<file path="src/logic/tcw_params.svh">
// constants of the timer, cascade and watchdog block
`ifndef TCW_PARAMS_SVH
`define TCW_PARAMS_SVH
`define TCW_CLK_MHZ      100
`define TCW_OSC_PER_MC   12
`define TCW_PH_S3P1      4'h4
`define TCW_PH_S5P1      4'h8
`define TCW_PH_S5P2      4'h9
`define TCW_WD_RESET_MC  3'h5
`define TCW_RST_BYTE     8'h00
`define TCW_A_T2CTL      8'h00
`define TCW_A_EXT        8'h01
`define TCW_A_T2LO       8'h02
`define TCW_A_T2HI       8'h03
`define TCW_A_CAPLO      8'h04
`define TCW_A_CAPHI      8'h05
`define TCW_A_TMODE      8'h06
`define TCW_A_TCTL       8'h07
`define TCW_A_TLO0       8'h08
`define TCW_TCTL_HF      7
`define TCW_TCTL_HR      6
`define TCW_TCTL_LF      5
`define TCW_TCTL_LR      4
`endif

</file>
<file path="src/logic/tcw_pkg.sv">
// types of the timer, cascade and watchdog block
package tcw_pkg;
  typedef enum logic [3:0] {
    TCW_OFF     = 4'b0001,
    TCW_CAPTURE = 4'b0010,
    TCW_RELOAD  = 4'b0100,
    TCW_BAUD    = 4'b1000
  } tcw_mode_e;
  typedef struct packed {
    logic third_overflow_flag;
    logic third_trigger_flag;
    logic rx_baud_select;
    logic tx_baud_select;
    logic trigger_enable;
    logic third_run;
    logic third_counter_select;
    logic capture_reload_select;
  } tcw_t2ctl_s;
  typedef struct packed {
    logic       watchdog_enable;
    logic       cascade_enable;
    logic [5:0] port_bits;
  } tcw_ext_s;
  typedef struct packed {
    logic       gate;
    logic       counter_select;
    logic [1:0] mode;
  } tcw_half_s;
  typedef struct packed {
    tcw_half_s high;
    tcw_half_s low;
  } tcw_tmode_s;
endpackage : tcw_pkg

</file>
<file path="src/logic/tcw_timer.sv">
// timer subsystem: third timer, 32-bit cascade and watchdog
`include "tcw_params.svh"
`timescale 1ns/1ps
`default_nettype none
module tcw_timer (
  // clock and reset
  input  wire logic       i_clock,
  input  wire logic       i_rst,
  // register port
  input  wire logic [7:0] i_addr,
  input  wire logic [7:0] i_wdata,
  input  wire logic       i_wr,
  input  wire logic       i_rd,
  output logic      [7:0] o_rdata,
  // pins and chip state
  input  wire logic       i_count_input_zero,
  input  wire logic       i_count_input_one,
  input  wire logic       i_third_count_input,
  input  wire logic       i_trigger_input,
  input  wire logic       i_power_down_bit,
  // results
  output logic            o_cpu_reset,
  output logic            o_rx_baud_tick,
  output logic            o_tx_baud_tick,
  output logic            o_third_irq,
  output logic            o_low_irq,
  output logic            o_high_irq
);
  localparam logic [3:0] PH_LAST = 4'(`TCW_OSC_PER_MC - 1);

  tcw_pkg::tcw_t2ctl_s t2ctl_reg, t2ctl_next;
  tcw_pkg::tcw_ext_s   ext_reg;
  tcw_pkg::tcw_tmode_s tmode_reg;
  tcw_pkg::tcw_mode_e  mode;
  logic [7:0]  tctl_reg, tctl_next;
  logic [15:0] t2_reg, t2_next;
  logic [15:0] cap_reg, cap_next;
  logic [3:0]  phase_reg;
  logic [7:0]  rdata_reg;
  logic [7:0]  rd_mux;
  logic [7:0]  tlo    [2];
  logic [7:0]  thi    [2];
  logic [1:0]  en, ovf, tick;
  logic [3:0]  pins, fall;
  logic        pd, s3p1, s5p1, s5p2, casc, casc_tick;
  logic        carry0, casc_pend_reg, rst_blk, baud, t2_tick, t2_ovf;
  logic        trig_ev, lf_set, hf_set, wd_arm_reg, wd_rst_reg;
  logic [2:0]  wd_cnt_reg;
  logic        rx_reg, tx_reg, irq2_reg, irq0_reg, irq1_reg;

  // the oscillator stops in power-down, so the phase freezes
  assign pd      = i_power_down_bit;
  assign rst_blk = i_rst | wd_rst_reg;
  assign s3p1    = !pd && phase_reg == `TCW_PH_S3P1;
  assign s5p1    = !pd && phase_reg == `TCW_PH_S5P1;
  assign s5p2    = !pd && phase_reg == `TCW_PH_S5P2;

  always_ff @(posedge i_clock) begin
    if (i_rst) begin
      phase_reg <= 4'h0;
    end else if (!pd) begin
      phase_reg <= (phase_reg == PH_LAST) ? 4'h0 : 4'(phase_reg + 4'h1);
    end
  end

  // edge sensing on the four pins; a period under two machine cycles is lost
  assign pins = {i_trigger_input, i_third_count_input,
                 i_count_input_one, i_count_input_zero};
  for (genvar k = 0; k < 4; k++) begin : g_pin
    logic last_reg;
    logic se;
    // pins zero and one keep sampling in power-down
    assign se = s5p2 | (pd & (k < 2));
    assign fall[k] = se & last_reg & !pins[k];
    always_ff @(posedge i_clock) begin
      if (rst_blk) begin
        last_reg <= 1'b0;
      end else if (se) begin
        last_reg <= pins[k];
      end
    end
  end

  // timers zero and one, alone or cascaded
  assign casc = ext_reg.cascade_enable;
  always_comb begin
    tick[0] = tmode_reg.low.counter_select ? fall[0] : s3p1;
    tick[1] = tmode_reg.high.counter_select ? fall[1] : s3p1;
    casc_tick = tick[0];
    carry0 = &{thi[0], tlo[0]};
    if (casc) begin
      en[0] = casc_tick;
      en[1] = casc_tick & carry0;
    end else begin
      en[0] = tctl_reg[`TCW_TCTL_LR] & tick[0];
      en[1] = tctl_reg[`TCW_TCTL_HR] & tick[1];
    end
  end

  for (genvar i = 0; i < 2; i++) begin : g_tm
    logic [7:0] tlo_reg;
    logic [7:0] thi_reg;
    logic [7:0] tlo_next;
    logic [7:0] thi_next;
    logic [1:0] m;
    logic       ovf_c;
    assign tlo[i] = tlo_reg;
    assign thi[i] = thi_reg;
    assign ovf[i] = ovf_c;
    always_comb begin
      if (casc) begin
        m = 2'h1;
      end else if (i == 0) begin
        m = tmode_reg.low.mode;
      end else begin
        m = tmode_reg.high.mode;
      end
      tlo_next = tlo_reg;
      thi_next = thi_reg;
      ovf_c    = 1'b0;
      if (en[i]) begin
        case (m)
          2'h0: begin
            {thi_next, tlo_next[4:0]} =
              13'({thi_reg, tlo_reg[4:0]} + 13'h1);
            ovf_c = &{thi_reg, tlo_reg[4:0]};
          end
          2'h1: begin
            {thi_next, tlo_next} = 16'({thi_reg, tlo_reg} + 16'h1);
            ovf_c = &{thi_reg, tlo_reg};
          end
          2'h2: begin
            tlo_next = (&tlo_reg) ? thi_reg : 8'(tlo_reg + 8'h1);
            ovf_c    = &tlo_reg;
          end
          default: begin
            ovf_c = 1'b0;
          end
        endcase
      end
    end
    always_ff @(posedge i_clock) begin
      if (rst_blk) begin
        tlo_reg <= `TCW_RST_BYTE;
        thi_reg <= `TCW_RST_BYTE;
      end else begin
        if (i_wr && i_addr == 8'(`TCW_A_TLO0 + 2 * i)) begin
          tlo_reg <= i_wdata;
        end else begin
          tlo_reg <= tlo_next;
        end
        if (i_wr && i_addr == 8'(`TCW_A_TLO0 + 2 * i + 1)) begin
          thi_reg <= i_wdata;
        end else begin
          thi_reg <= thi_next;
        end
      end
    end
  end

  // in cascade the low carry never flags; 32-bit overflow waits for S5P1, or sets at once in power-down
  assign lf_set = ovf[0] & !casc;
  assign hf_set = (!casc & ovf[1]) | (casc_pend_reg & (s5p1 | pd));

  always_ff @(posedge i_clock) begin
    if (rst_blk) begin
      casc_pend_reg <= 1'b0;
    end else if (casc & ovf[1]) begin
      casc_pend_reg <= 1'b1;
    end else if (hf_set) begin
      casc_pend_reg <= 1'b0;
    end
  end

  // a flag set by hardware beats a software clear in the same cycle
  always_comb begin
    tctl_next = tctl_reg;
    if (i_wr && i_addr == `TCW_A_TCTL) begin
      tctl_next = i_wdata;
    end
    if (lf_set) begin
      tctl_next[`TCW_TCTL_LF] = 1'b1;
    end
    if (hf_set) begin
      tctl_next[`TCW_TCTL_HF] = 1'b1;
    end
  end

  always_ff @(posedge i_clock) begin
    if (rst_blk) begin
      tctl_reg  <= `TCW_RST_BYTE;
      tmode_reg <= tcw_pkg::tcw_tmode_s'(`TCW_RST_BYTE);
      ext_reg   <= tcw_pkg::tcw_ext_s'(`TCW_RST_BYTE);
    end else begin
      tctl_reg <= tctl_next;
      if (i_wr && i_addr == `TCW_A_TMODE) begin
        tmode_reg <= tcw_pkg::tcw_tmode_s'(i_wdata);
      end
      if (i_wr && i_addr == `TCW_A_EXT) begin
        ext_reg <= tcw_pkg::tcw_ext_s'(i_wdata);
      end
    end
  end

  // watchdog: high flag setting arms a five machine cycle reset
  always_ff @(posedge i_clock) begin
    if (i_rst) begin
      wd_arm_reg <= 1'b0;
      wd_rst_reg <= 1'b0;
      wd_cnt_reg <= 3'h0;
    end else if (wd_rst_reg) begin
      if (!pd && phase_reg == PH_LAST) begin
        if (wd_cnt_reg == 3'h0) begin
          wd_rst_reg <= 1'b0;
        end else begin
          wd_cnt_reg <= 3'(wd_cnt_reg - 3'h1);
        end
      end
    end else begin
      if (ext_reg.watchdog_enable & hf_set) begin
        wd_arm_reg <= 1'b1;
      end
      // the reset opens at the next machine cycle boundary, or at once in power-down
      if (wd_arm_reg && (pd || phase_reg == PH_LAST)) begin
        wd_arm_reg <= 1'b0;
        wd_rst_reg <= 1'b1;
        wd_cnt_reg <= 3'(`TCW_WD_RESET_MC - 3'h1);
      end
    end
  end

  // third timer
  assign baud = t2ctl_reg.rx_baud_select | t2ctl_reg.tx_baud_select;
  always_comb begin
    if (!t2ctl_reg.third_run) begin
      mode = tcw_pkg::TCW_OFF;
    end else if (baud) begin
      mode = tcw_pkg::TCW_BAUD;
    end else if (t2ctl_reg.capture_reload_select) begin
      mode = tcw_pkg::TCW_CAPTURE;
    end else begin
      mode = tcw_pkg::TCW_RELOAD;
    end
  end

  assign t2_tick = (mode != tcw_pkg::TCW_OFF) &
    (t2ctl_reg.third_counter_select ? fall[2] : s3p1);
  assign t2_ovf  = t2_tick & (&t2_reg);
  assign trig_ev = fall[3] & t2ctl_reg.trigger_enable &
    (mode == tcw_pkg::TCW_CAPTURE || mode == tcw_pkg::TCW_RELOAD);

  always_comb begin
    t2_next  = t2_reg;
    cap_next = cap_reg;
    case (mode)
      tcw_pkg::TCW_CAPTURE: begin
        if (t2_tick) begin
          t2_next = 16'(t2_reg + 16'h1);
        end
        if (trig_ev) begin
          cap_next = t2_reg;
        end
      end
      tcw_pkg::TCW_RELOAD: begin
        if (t2_ovf | trig_ev) begin
          t2_next = cap_reg;
        end else if (t2_tick) begin
          t2_next = 16'(t2_reg + 16'h1);
        end
      end
      tcw_pkg::TCW_BAUD: begin
        if (t2_ovf) begin
          t2_next = cap_reg;
        end else if (t2_tick) begin
          t2_next = 16'(t2_reg + 16'h1);
        end
      end
      default: begin
        t2_next = t2_reg;
      end
    endcase
    if (i_wr && i_addr == `TCW_A_T2LO) begin
      t2_next[7:0] = i_wdata;
    end
    if (i_wr && i_addr == `TCW_A_T2HI) begin
      t2_next[15:8] = i_wdata;
    end
    if (i_wr && i_addr == `TCW_A_CAPLO) begin
      cap_next[7:0] = i_wdata;
    end
    if (i_wr && i_addr == `TCW_A_CAPHI) begin
      cap_next[15:8] = i_wdata;
    end
  end

  always_comb begin
    t2ctl_next = t2ctl_reg;
    if (i_wr && i_addr == `TCW_A_T2CTL) begin
      t2ctl_next = tcw_pkg::tcw_t2ctl_s'(i_wdata);
    end
    if (t2_ovf & !baud) begin
      t2ctl_next.third_overflow_flag = 1'b1;
    end
    if (trig_ev) begin
      t2ctl_next.third_trigger_flag = 1'b1;
    end
  end

  always_ff @(posedge i_clock) begin
    if (rst_blk) begin
      t2ctl_reg <= tcw_pkg::tcw_t2ctl_s'(`TCW_RST_BYTE);
      t2_reg    <= {2{`TCW_RST_BYTE}};
      cap_reg   <= {2{`TCW_RST_BYTE}};
    end else begin
      t2ctl_reg <= t2ctl_next;
      t2_reg    <= t2_next;
      cap_reg   <= cap_next;
    end
  end

  // baud ticks and interrupt requests, one cycle behind their cause
  always_ff @(posedge i_clock) begin
    if (rst_blk) begin
      rx_reg   <= 1'b0;
      tx_reg   <= 1'b0;
      irq2_reg <= 1'b0;
      irq0_reg <= 1'b0;
      irq1_reg <= 1'b0;
    end else begin
      rx_reg   <= t2ctl_reg.rx_baud_select ? t2_ovf : ovf[1];
      tx_reg   <= t2ctl_reg.tx_baud_select ? t2_ovf : ovf[1];
      irq2_reg <= t2ctl_reg.third_overflow_flag |
                  t2ctl_reg.third_trigger_flag;
      irq0_reg <= tctl_reg[`TCW_TCTL_LF];
      irq1_reg <= tctl_reg[`TCW_TCTL_HF];
    end
  end

  // register read, data in the following cycle only
  always_comb begin
    case (i_addr)
      `TCW_A_T2CTL: rd_mux = t2ctl_reg;
      `TCW_A_EXT:   rd_mux = ext_reg;
      `TCW_A_T2LO:  rd_mux = t2_reg[7:0];
      `TCW_A_T2HI:  rd_mux = t2_reg[15:8];
      `TCW_A_CAPLO: rd_mux = cap_reg[7:0];
      `TCW_A_CAPHI: rd_mux = cap_reg[15:8];
      `TCW_A_TMODE: rd_mux = tmode_reg;
      `TCW_A_TCTL:  rd_mux = tctl_reg;
      8'(`TCW_A_TLO0):     rd_mux = tlo[0];
      8'(`TCW_A_TLO0 + 1): rd_mux = thi[0];
      8'(`TCW_A_TLO0 + 2): rd_mux = tlo[1];
      8'(`TCW_A_TLO0 + 3): rd_mux = thi[1];
      default:      rd_mux = 8'h00;
    endcase
  end

  always_ff @(posedge i_clock) begin
    if (i_rst) begin
      rdata_reg <= 8'h00;
    end else begin
      rdata_reg <= i_rd ? rd_mux : 8'h00;
    end
  end

  assign o_rdata        = rdata_reg;
  assign o_cpu_reset    = wd_rst_reg;
  assign o_rx_baud_tick = rx_reg;
  assign o_tx_baud_tick = tx_reg;
  assign o_third_irq    = irq2_reg;
  assign o_low_irq      = irq0_reg;
  assign o_high_irq     = irq1_reg;
endmodule : tcw_timer
`default_nettype wire

</file>
<file path="config.mk">
export PLATFORM = sky130hd
export DESIGN_NAME = tcw_timer
export DESIGN_NICKNAME = d
export VERILOG_FILES = /design/src/logic/tcw_pkg.sv /design/src/logic/tcw_timer.sv
export VERILOG_INCLUDE_DIRS = /design/src /design/src/logic
export SDC_FILE = /design/constraint.sdc
export NUM_CORES = 1
export LEC_CHECK = 0
export BUFFER_PORTS_ARGS = -buffer_cell sky130_fd_sc_hd__buf_2
export CAP_MARGIN = 20
export CORE_ASPECT_RATIO = 1.4
export CORE_MARGIN = 5
export CORE_UTILIZATION = 50
export DETAILED_ROUTE_END_ITERATION = 16
export PLACE_DENSITY = 0.75
export SETUP_SLACK_MARGIN = 0.15
export SYNTH_ARGS = -nofsm -noshare
export SYNTH_HDL_FRONTEND = slang
export SYNTH_SLANG_ARGS = --single-unit
</file>
<file path="constraint.sdc">
create_clock -name i_clock -period 2.65 [get_ports i_clock]
set_clock_uncertainty 0.2 [all_clocks]
set_input_delay 0.6625 -clock i_clock [delete_from_list [all_inputs] [get_ports i_clock]]
set_output_delay 0.6625 -clock i_clock [all_outputs]
set_load 0.05 [all_outputs]
</file>
==> reports/qor.csv, run 1 <==
stage;metric;value;unit
critical_path;path_max_fanout;8;
cts;clock_path_buffers;2;
final_layout;fillerInstances;1244;
logic_synthesis;synthesis.area;0.007470;mm²
timing;tightestPinTransition;709.3;ps
logic_synthesis;synth_flop_cell;dfxtp_1;
die;die_h;154.6;µm
timing;rsz0062_at_grt;true;
logic_synthesis;synth_largest_area_cell;dfxtp_1;
logic_synthesis;synth_most_common_cell;dfxtp_1;
timing;finalSetupViolCount;0;
hold_path;hold_path_end;wd_cnt_reg[0]$_SDFFE_PP0P_;
cts;clock_latency;420;ps
power;p_leak;3.428;nW
power;power.switching;1.067;mW
critical_path;critical_path.slowest_cell;or4b_4;
critical_path;reg2reg_to;t2_reg[0]$_SDFFE_PP0P_;
die;chipWidth;113.3;µm
final_layout;syn_to_final_growth;22.50;%
critical_path;cp.required;2810;ps
route;first_pass_iters;6;
timing;hold_viol_final;0;
power;p_int;3.460;mW
placed_design;dp_hpwl;17.50;mm
route;vias;7518;
logic_synthesis;synth_area_leaders;dfxtp_1 (33%), mux2i_1 (8.4%), a21oi_1 (6.0%), mux4_2 (4.8%), nor2_1 (4.3%);
critical_path;crit_arrival;2680;ps
logic_synthesis;yosys_warnings;0;
final_layout;multi_input_area;0.004790;mm²
cts;clk_pin_slew;60;ps
critical_path;max_stage_delay;580;ps
hold_path;hold_class;reg2reg;
power;clockPowerShare;53.3;%
critical_path;r2r_cells;9;
critical_path;worst-path-buf-inv;2;
cts;numCtsBuffers;17;
logic_synthesis;synth_top_cell_area_share;32.96;%
logic_synthesis;synthDistinctLibCells;73;
grt;antenna_found_initial;0;
route;via_per_inst;6.344;
critical_path;rrSetupSlack;130;ps
die;io_pins;39;
critical_path;cp-start-kind;flop;
logic_synthesis;synth_seq_cells;123;
timing;worst_hold_slack;270.7;ps
logic_synthesis;syn-num-nets;933;
power;power.density;494.7;mW/mm²
grt;grt_usage;27.79;%
die;die-area;0.01752;mm²
critical_path;worstPathCellList;inv_4, ha_4, nand4bb_4, o32ai_4, buf_12, nand3_4, or4b_4, a21boi_4, a221o_2;
hold_path;min_path_cells;2;
cts;cts_sinks;123;
final_layout;seqCellArea;0.002467;mm²
cts;cts_tree;yes;
grt;grt_overflow;0;
timing;finalCriticalPeriod;2523;ps
critical_path;worstSetupPathType;reg2reg;
final_layout;nNetsFinal;1020;
die;start_util;50.29;%
status;status;finished clean;
hold_path;hp-start;wd_cnt_reg[0]$_SDFFE_PP0P_;
cts;root_buffer;clkbuf_16;
logic_synthesis;avgSynthCellArea;8.374;µm²
timing;max_freq;0.3964;GHz
placed_design;portBuffers;38;
power;swShare;23.56;%
route;drt_wl_total;24.62;mm
die;row_count;53;
critical_path;timing.rr.start;phase_reg[1]$_SDFFE_PP0N_;
logic_synthesis;ys_seq_area_share;32.96;%
grt;grt_pass1_wl;38.38;mm
cts;cts_max_level;4;
power;ir_worst_vdd;0.0004018;V
critical_path;setup.worst_path.end_class;flop;
route;wire_per_inst;20.77;µm
critical_path;cpLargestDelayFamily;simple AND/OR/NAND/NOR gates;
die;core-area;0.01485;mm²
logic_synthesis;synth_edf_count;0;
route;drt_iter0_markers;820;
cts;cts-hold-fix-buffers;0;
timing;slew_violations;0;
power;power_frac_comb;5.5;%
route;drc_errors;0;
power;total_power;4.527;mW
job;cap_violations;0;
logic_synthesis;async_reset_ff_share;0;%
logic_synthesis;syn_inst;892;
logic_synthesis;synth_common_cells;dfxtp_1 (123), a21oi_1 (90), nor2_1 (85), nand2_1 (64), mux2i_1 (63);
placed_design;gp_congestion;0.9947;
grt;grt_max_degree;50;
final_layout;layout-drive-gt1-share;23.08;%
grt;grt_pass1_vias;7058;
route;ant_nets;0;
power;p_seq_share;41.2;%
timing;fin_crit_sh;95.19;%
timing;slew_headroom;52.72;%
## per-stage QoR
stage | cells | worst slack, ps | TNS, ps | utilization, % | cell area, µm²
6_report | 1185 | 127.3 | 0 | 61.60 | 9150
3_5_place_dp | 1145 | -265.4 | -4701 | 56.43 | 8382
3_3_place_gp | 1145 | -229.0 | -3742 | 56.43 | 8382
2_1_floorplan | 892 | -140.6 | -2139 | - | 7501
4_1_cts | 1181 | 142.1 | 0 | 61.20 | 9091
5_1_grt | 1184 | 39.49 | 0 | 61.58 | 9148
## cells in the final DEF (no fill, tap or decap), types with 9 or more instances in the layout
cell         n
nor3_1      21
buf_2       38
mux4_2      16
ha_1        14
a22oi_1      9
nand2_1     64
nand4_1     20
buf_4       83
inv_1       21
mux2i_1     63
o21ai_0     53
clkbuf_16   17
a21oi_1     87
dfxtp_1    119
nor2_1      82
nand3_1     51
a221o_2     11
xor2_1      18
xnor2_1     20
## final cells by class
type	instances	area share (%)
Inverter	24	1.039
Timing Repair Buffer	128	10.32
Tap cell	192	2.625
Clock buffer	20	4.882
Sequential cell	123	26.97
Clock inverter	12	1.791
Multi-Input combinational cell	685	52.35
Antenna cell	1	0.02735
## layer usage
layer | wire length (µm) | track usage (%) | vias up
met5 | 0 | 0 | -
met3 | 1578 | 4.266 | 111
met4 | 1428 | 15.81 | 0
met1 | 9154 | 31.46 | 3539
li1 | - | - | 3473
met2 | 12450 | 49.15 | 395
## tightest hold or removal path, cell delays in order (launching register included)
cell and delay [ps]:
dfxtp_1 310, nand3_1 60, a21oi_1 50
## worst max path at each step
stage          cells past startpoint                 startpoint                       to
2_1_floorplan                      8           i_power_down_bit  t2_reg[11]$_SDFFE_PP0P_
3_3_place_gp                       8           i_power_down_bit  t2_reg[15]$_SDFFE_PP0P_
3_5_place_dp                       8           i_power_down_bit   t2_reg[0]$_SDFFE_PP0P_
4_1_cts                            9  phase_reg[1]$_SDFFE_PP0N_   t2_reg[0]$_SDFFE_PP0P_
5_1_grt                            9  phase_reg[1]$_SDFFE_PP0N_   t2_reg[0]$_SDFFE_PP0P_
6_report                           9  phase_reg[1]$_SDFFE_PP0N_   t2_reg[0]$_SDFFE_PP0P_
## repair_timing
| action | CTS | global route |
|---|---|---|
| pin swaps | 7 | 7 |
| resized for setup | 13 | 12 |
| setup buffers | 4 | 3 |
| setup endpoints to repair | 23 | 38 |
## cell families (layout without fill, tap and decap cells)
group	after synthesis	count (layout)	share of synthesized area [%]
simple gates	317	317	21.57
other cells	0	1	0
compound gates	233	233	20.22
flops	123	123	32.96
buf+inv	84	184	4.539
mux	81	81	13.57
xor+xnor	38	38	4.456
fa+ha+maj	16	16	2.680
## power groups by stage
stage | clock, mW | sequential [mW] | combinational (mW)
2_1_floorplan | 0 | 1.90 | 0.121
3_3_place_gp | 0 | 1.90 | 0.218
3_5_place_dp | 0 | 1.90 | 0.221
4_1_cts | 2.42 | 1.87 | 0.238
5_1_grt | 2.51 | 1.87 | 0.262
6_report | 2.41 | 1.87 | 0.249
Note: power is estimated with default switching activity, not from simulation.
==> run 2: changes to the inputs <==
--- a/config.mk
+++ b/config.mk
@@ -8,7 +8,7 @@
 export LEC_CHECK = 0
 export BUFFER_PORTS_ARGS = -buffer_cell sky130_fd_sc_hd__buf_2
 export CAP_MARGIN = 20
-export CORE_ASPECT_RATIO = 1.4
+export CORE_ASPECT_RATIO = 0.7
 export CORE_MARGIN = 5
 export CORE_UTILIZATION = 50
 export DETAILED_ROUTE_END_ITERATION = 16
==> reports/qor.csv, run 2 (synthesis gave the netlist of run 1 again) <==
stage;metric;value;unit
cts;clk_pin_slew;60;ps
timing;finalSetupViolCount;0;
critical_path;worstSetupPathType;reg2reg;
die;start_util;50.90;%
timing;setup_tns;0;ps
grt;use_met2;40.09;%
power;p_leak;3.492;nW
critical_path;setup.worst_path.end_class;flop;
placed_design;dp_hpwl;18.40;mm
placed_design;dp_cells;1160;
route;drc_errors;0;
cts;root_buffer;clkbuf_16;
critical_path;cp.required;2800;ps
final_layout;mostFrequentLayoutCells;dfxtp_1 (119), buf_4 (95), a21oi_1 (87);
die;row_count;37;
placed_design;gp_congestion;0.9449;
critical_path;worstPathCellList;nand4_1, nor2_1, buf_4, nand2_1, or4b_4, a21boi_4, a221o_2;
route;drt_wl_total;26.06;mm
route;ant_nets;0;
cts;clock_path_buffers;2;
timing;slew_violations;0;
hold_path;hp-start;wd_cnt_reg[0]$_SDFFE_PP0P_;
placed_design;pre_cts_ws;-225.3;ps
grt;grt_max_degree;41;
critical_path;startpoint;t2_reg[13]$_SDFFE_PP0P_;
timing;tightestPinTransition;656.5;ps
final_layout;fin_util;63.13;%
timing;hold_viol_final;0;
final_layout;fillerInstances;1203;
grt;grt_usage;29.35;%
route;vias;7737;
grt;grt_use_met3;9.326;%
grt;gr-usage-met1;43.91;%
timing;finalCriticalPeriod;2463;ps
final_layout;multi_input_area;0.004813;mm²
grt;busiest_layer;met1;
die;die_h;112.3;µm
timing;fin_crit_sh;92.93;%
critical_path;path_max_fanout;8;
status;status;finished clean;
final_layout;layout-drive-gt1-share;24.75;%
cts;cts_max_level;4;
job;cap_violations;0;
route;first_pass_iters;6;
die;die-area;0.01752;mm²
grt;antenna_found_initial;1;
critical_path;crit_arrival;2620;ps
placed_design;portBuffers;38;
power;ir_worst_vdd;0.0003680;V
grt;grt_overflow;0;
cts;cts_sinks;123;
power;power.density;507.0;mW/mm²
final_layout;seqCellArea;0.002467;mm²
timing;rsz0062_at_grt;true;
grt;grt_pass1_vias;7134;
timing;setup_ws;187.3;ps
critical_path;cp-start-kind;flop;
route;via_per_inst;6.458;
cts;numCtsBuffers;17;
cts;clock_latency;410;ps
route;drt_iter0_markers;1111;
die;core-area;0.01468;mm²
timing;max_freq;0.4061;GHz
die;io_pins;39;
timing;slew_headroom;56.24;%
final_layout;final_cells;1198;
final_layout;final_common_cell;dfxtp_1;
final_layout;syn_to_final_growth;24.04;%
grt;grt_pass1_wl;40.57;mm
critical_path;timing.rr.start;t2_reg[13]$_SDFFE_PP0P_;
die;chipWidth;156.1;µm
critical_path;critical_path.slowest_cell;or4b_4;
hold_path;hold_class;reg2reg;
critical_path;max_stage_delay;600;ps
cts;cts_tree;yes;
final_layout;nNetsFinal;1030;
route;wire_per_inst;21.75;µm
==> run 2: changes by cell type in the layout (fill, tap and decap cells not counted), sizes merged <==
cell / before / now
clkinv: 3 / 6
inv: 26 / 23
buf: 128 / 138
clkinvlp: 4 / 2
bufinv: 3 / 5
==> run 2: worst max-delay path: cells and delay by family (launching register included) <==
kind                   cells  cell delay, ps
AND/OR/NAND/NOR            4            1080
flip-flops                 1             480
AO/OA/AOI/OAI              2             470
buffers and inverters      1             160
==> run 2: worst paths after layout <==
| path | endpoint | slack, ps | depth (start not counted) |
|---|---|---|---|
| max | t2_reg[1]$_SDFFE_PP0P_ | 190 | 7 |
| min | wd_cnt_reg[0]$_SDFFE_PP0P_ | 270 | 2 |
| max reg2reg | t2_reg[1]$_SDFFE_PP0P_ | 190 | 7 |
| min reg2reg | wd_cnt_reg[0]$_SDFFE_PP0P_ | 270 | 2 |
==> run 2: metrics by stage <==
stage | area (µm²) | hold slack (ps) | power, mW
floorplan | 7501 | 243.6 | 2.024
global placement | 8451 | 252.0 | 2.123
detailed placement | 8451 | 263.7 | 2.126
CTS | 9156 | 274.3 | 4.682
global route | 9263 | 293.4 | 4.809
finish | 9265 | 274.7 | 4.697
==> run 2: timing repair <==
item	in CTS	in global routing
pin swaps	4	11
hold buffers	0	0
gates resized for setup	5	25
setup buffers	1	4
endpoints found under the setup margin	18	40
==> run 2: final cells by class <==
cell class	instances	share of cell area [%]
Clock inverter	12	2.093
Timing Repair Buffer	138	10.74
Antenna cell	1	0.02701
Multi-Input combinational cell	685	51.95
Tap cell	195	2.633
Sequential cell	123	26.63
Inverter	24	0.9993
Clock buffer	20	4.929
==> run 2: power by group <==
part	leakage (nW)	internal, mW	switching (mW)
Sequential	0.993	1.86	0.00770
Combinational	2.18	0.0832	0.158
Clock	0.316	1.71	0.877
==> run 2: layer usage <==
layer  wire [µm]  up-vias
met5          13        -
met4         681        2
met2       10700      520
met3        3600       67
met1       11060     3657
li1            -     3491
==> run 3: changes to the inputs <==
--- a/config.mk
+++ b/config.mk
@@ -12,7 +12,7 @@
 export CORE_MARGIN = 5
 export CORE_UTILIZATION = 50
 export DETAILED_ROUTE_END_ITERATION = 16
-export PLACE_DENSITY = 0.75
+export PLACE_DENSITY_LB_ADDON = 0.2
 export SETUP_SLACK_MARGIN = 0.15
 export SYNTH_ARGS = -nofsm -noshare
 export SYNTH_HDL_FRONTEND = slang
==> reports/qor.csv, run 3 (synthesis gave the netlist of run 1 again) <==
stage;metric;value;unit
final_layout;mostFrequentLayoutCells;dfxtp_1 (119), buf_4 (92), a21oi_1 (88);
timing;hold_viol_final;0;
status;status;finished clean;
timing;setup_tns;0;ps
placed_design;portBuffers;38;
power;p_leak;3.475;nW
timing;finalSetupViolCount;0;
hold_path;min_path_cells;2;
placed_design;dp_cells;1158;
timing;slew_violations;0;
final_layout;syn_to_final_growth;24.07;%
placed_design;gp_congestion;0.9931;
route;first_pass_iters;5;
cts;clock_latency;410;ps
cts;clk_pin_slew;60;ps
power;ir_worst_vdd;0.0004088;V
route;vias;7522;
timing;fin_crit_sh;95.49;%
critical_path;crit_arrival;2680;ps
cts;cts_max_level;4;
critical_path;r2r_cells;10;
timing;rsz0062_at_grt;true;
timing;worst_hold_slack;275.7;ps
grt;grt_max_degree;50;
die;die-area;0.01752;mm²
final_layout;nNetsFinal;1029;
hold_path;hold_class;reg2reg;
timing;max_freq;0.3952;GHz
grt;antenna_found_initial;0;
grt;grt_pass1_wl;40.54;mm
cts;numCtsBuffers;17;
timing;tightestPinTransition;664.7;ps
die;row_count;37;
route;wire_per_inst;21.76;µm
placed_design;dp_hpwl;18.40;mm
timing;finalCriticalPeriod;2531;ps
final_layout;final_common_cell;dfxtp_1;
route;via_per_inst;6.289;
critical_path;path_max_fanout;8;
placed_design;placed_cell_area;0.008461;mm²
critical_path;setup.worst_path.end_class;flop;
cts;clock_path_buffers;2;
power;power.density;492.1;mW/mm²
final_layout;num_antenna_cells;0;
route;drt_wl_total;26.03;mm
die;chipWidth;156.1;µm
timing;slew_headroom;55.35;%
final_layout;final_cells;1196;
job;cap_violations;0;
grt;grt_usage;29.69;%
cts;cts_tree;yes;
die;die_h;112.3;µm
route;drc_errors;0;
route;drt_iter0_markers;966;
cts;cts-hold-fix-buffers;0;
critical_path;worstSetupPathType;reg2reg;
cts;cts_sinks;123;
die;start_util;50.90;%
final_layout;final_area;0.009268;mm²
die;io_pins;39;
grt;grt_overflow;0;
critical_path;cp.required;2800;ps
grt;grt_pass1_vias;6874;
cts;root_buffer;clkbuf_16;
route;ant_nets;0;
die;core-area;0.01468;mm²
final_layout;layout-drive-gt1-share;25.07;%
critical_path;cp-start-kind;flop;
## run 3: metrics by stage
| stage | setup slack, ps | power, mW | util [%] |
|---|---|---|---|
| finish | 119.5 | 4.561 | 63.15 |
| global route | 60.61 | 4.667 | 63.15 |
| CTS | 103.1 | 4.557 | 62.52 |
| detailed placement | -304.3 | 2.135 | 57.65 |
| global placement | -227.6 | 2.134 | 57.65 |
| floorplan | -140.6 | 2.024 | - |
## run 3: where the power goes
group	total, mW	switching [mW]	leakage (nW)	internal (mW)
combinational	0.262	0.166	2.20	0.0964
clock	2.43	0.921	0.286	1.51
sequential	1.87	0.00824	0.993	1.86
total	4.56	1.10	3.47	3.47
## run 3: final cells by class
class	count	area, µm²
multi-input cells	685	4840
fillers	1252	5408
clock buffers	19	442.9
clock inverters	13	168.9
flip-flops and latches	123	2467
inverters	24	92.59
repair buffers	137	1012
well taps	195	244.0
## run 3: final timing paths
check | start | end | slack, ps
worst min register to register | wd_cnt_reg[0]$_SDFFE_PP0P_ | wd_cnt_reg[0]$_SDFFE_PP0P_ | 280
worst min-delay path | wd_cnt_reg[0]$_SDFFE_PP0P_ | wd_cnt_reg[0]$_SDFFE_PP0P_ | 280
worst max-delay path | phase_reg[0]$_SDFFE_PP0N_ | t2_reg[6]$_SDFFE_PP0P_ | 120
worst max register to register | phase_reg[0]$_SDFFE_PP0N_ | t2_reg[6]$_SDFFE_PP0P_ | 120
## run 3: metal layers
layer  vias to the layer above  GRT usage (%)  part of all wire (%)
li1                       3483              -                     -
met1                      3537          44.73                    44
met2                       455          41.23                    41
met3                        47          8.902                    13
met4                         0          7.341                   2.0
met5                         -              0                     0
## run 3: critical path: stages (launching register included)
cell,delay (ps)
dfxtp_2,340
buf_6,120
inv_2,50
ha_4,140
nand4bb_4,140
o32ai_4,170
buf_12,150
nand3_4,70
or4b_4,590
a21boi_4,300
a221o_2,200
## run 3: what timing repair did
item                                    4_1_cts  5_1_grt
pin swaps                                    12        7
resized for setup                            15       19
buffers inserted                              4        2
endpoints found under the setup margin       29       38
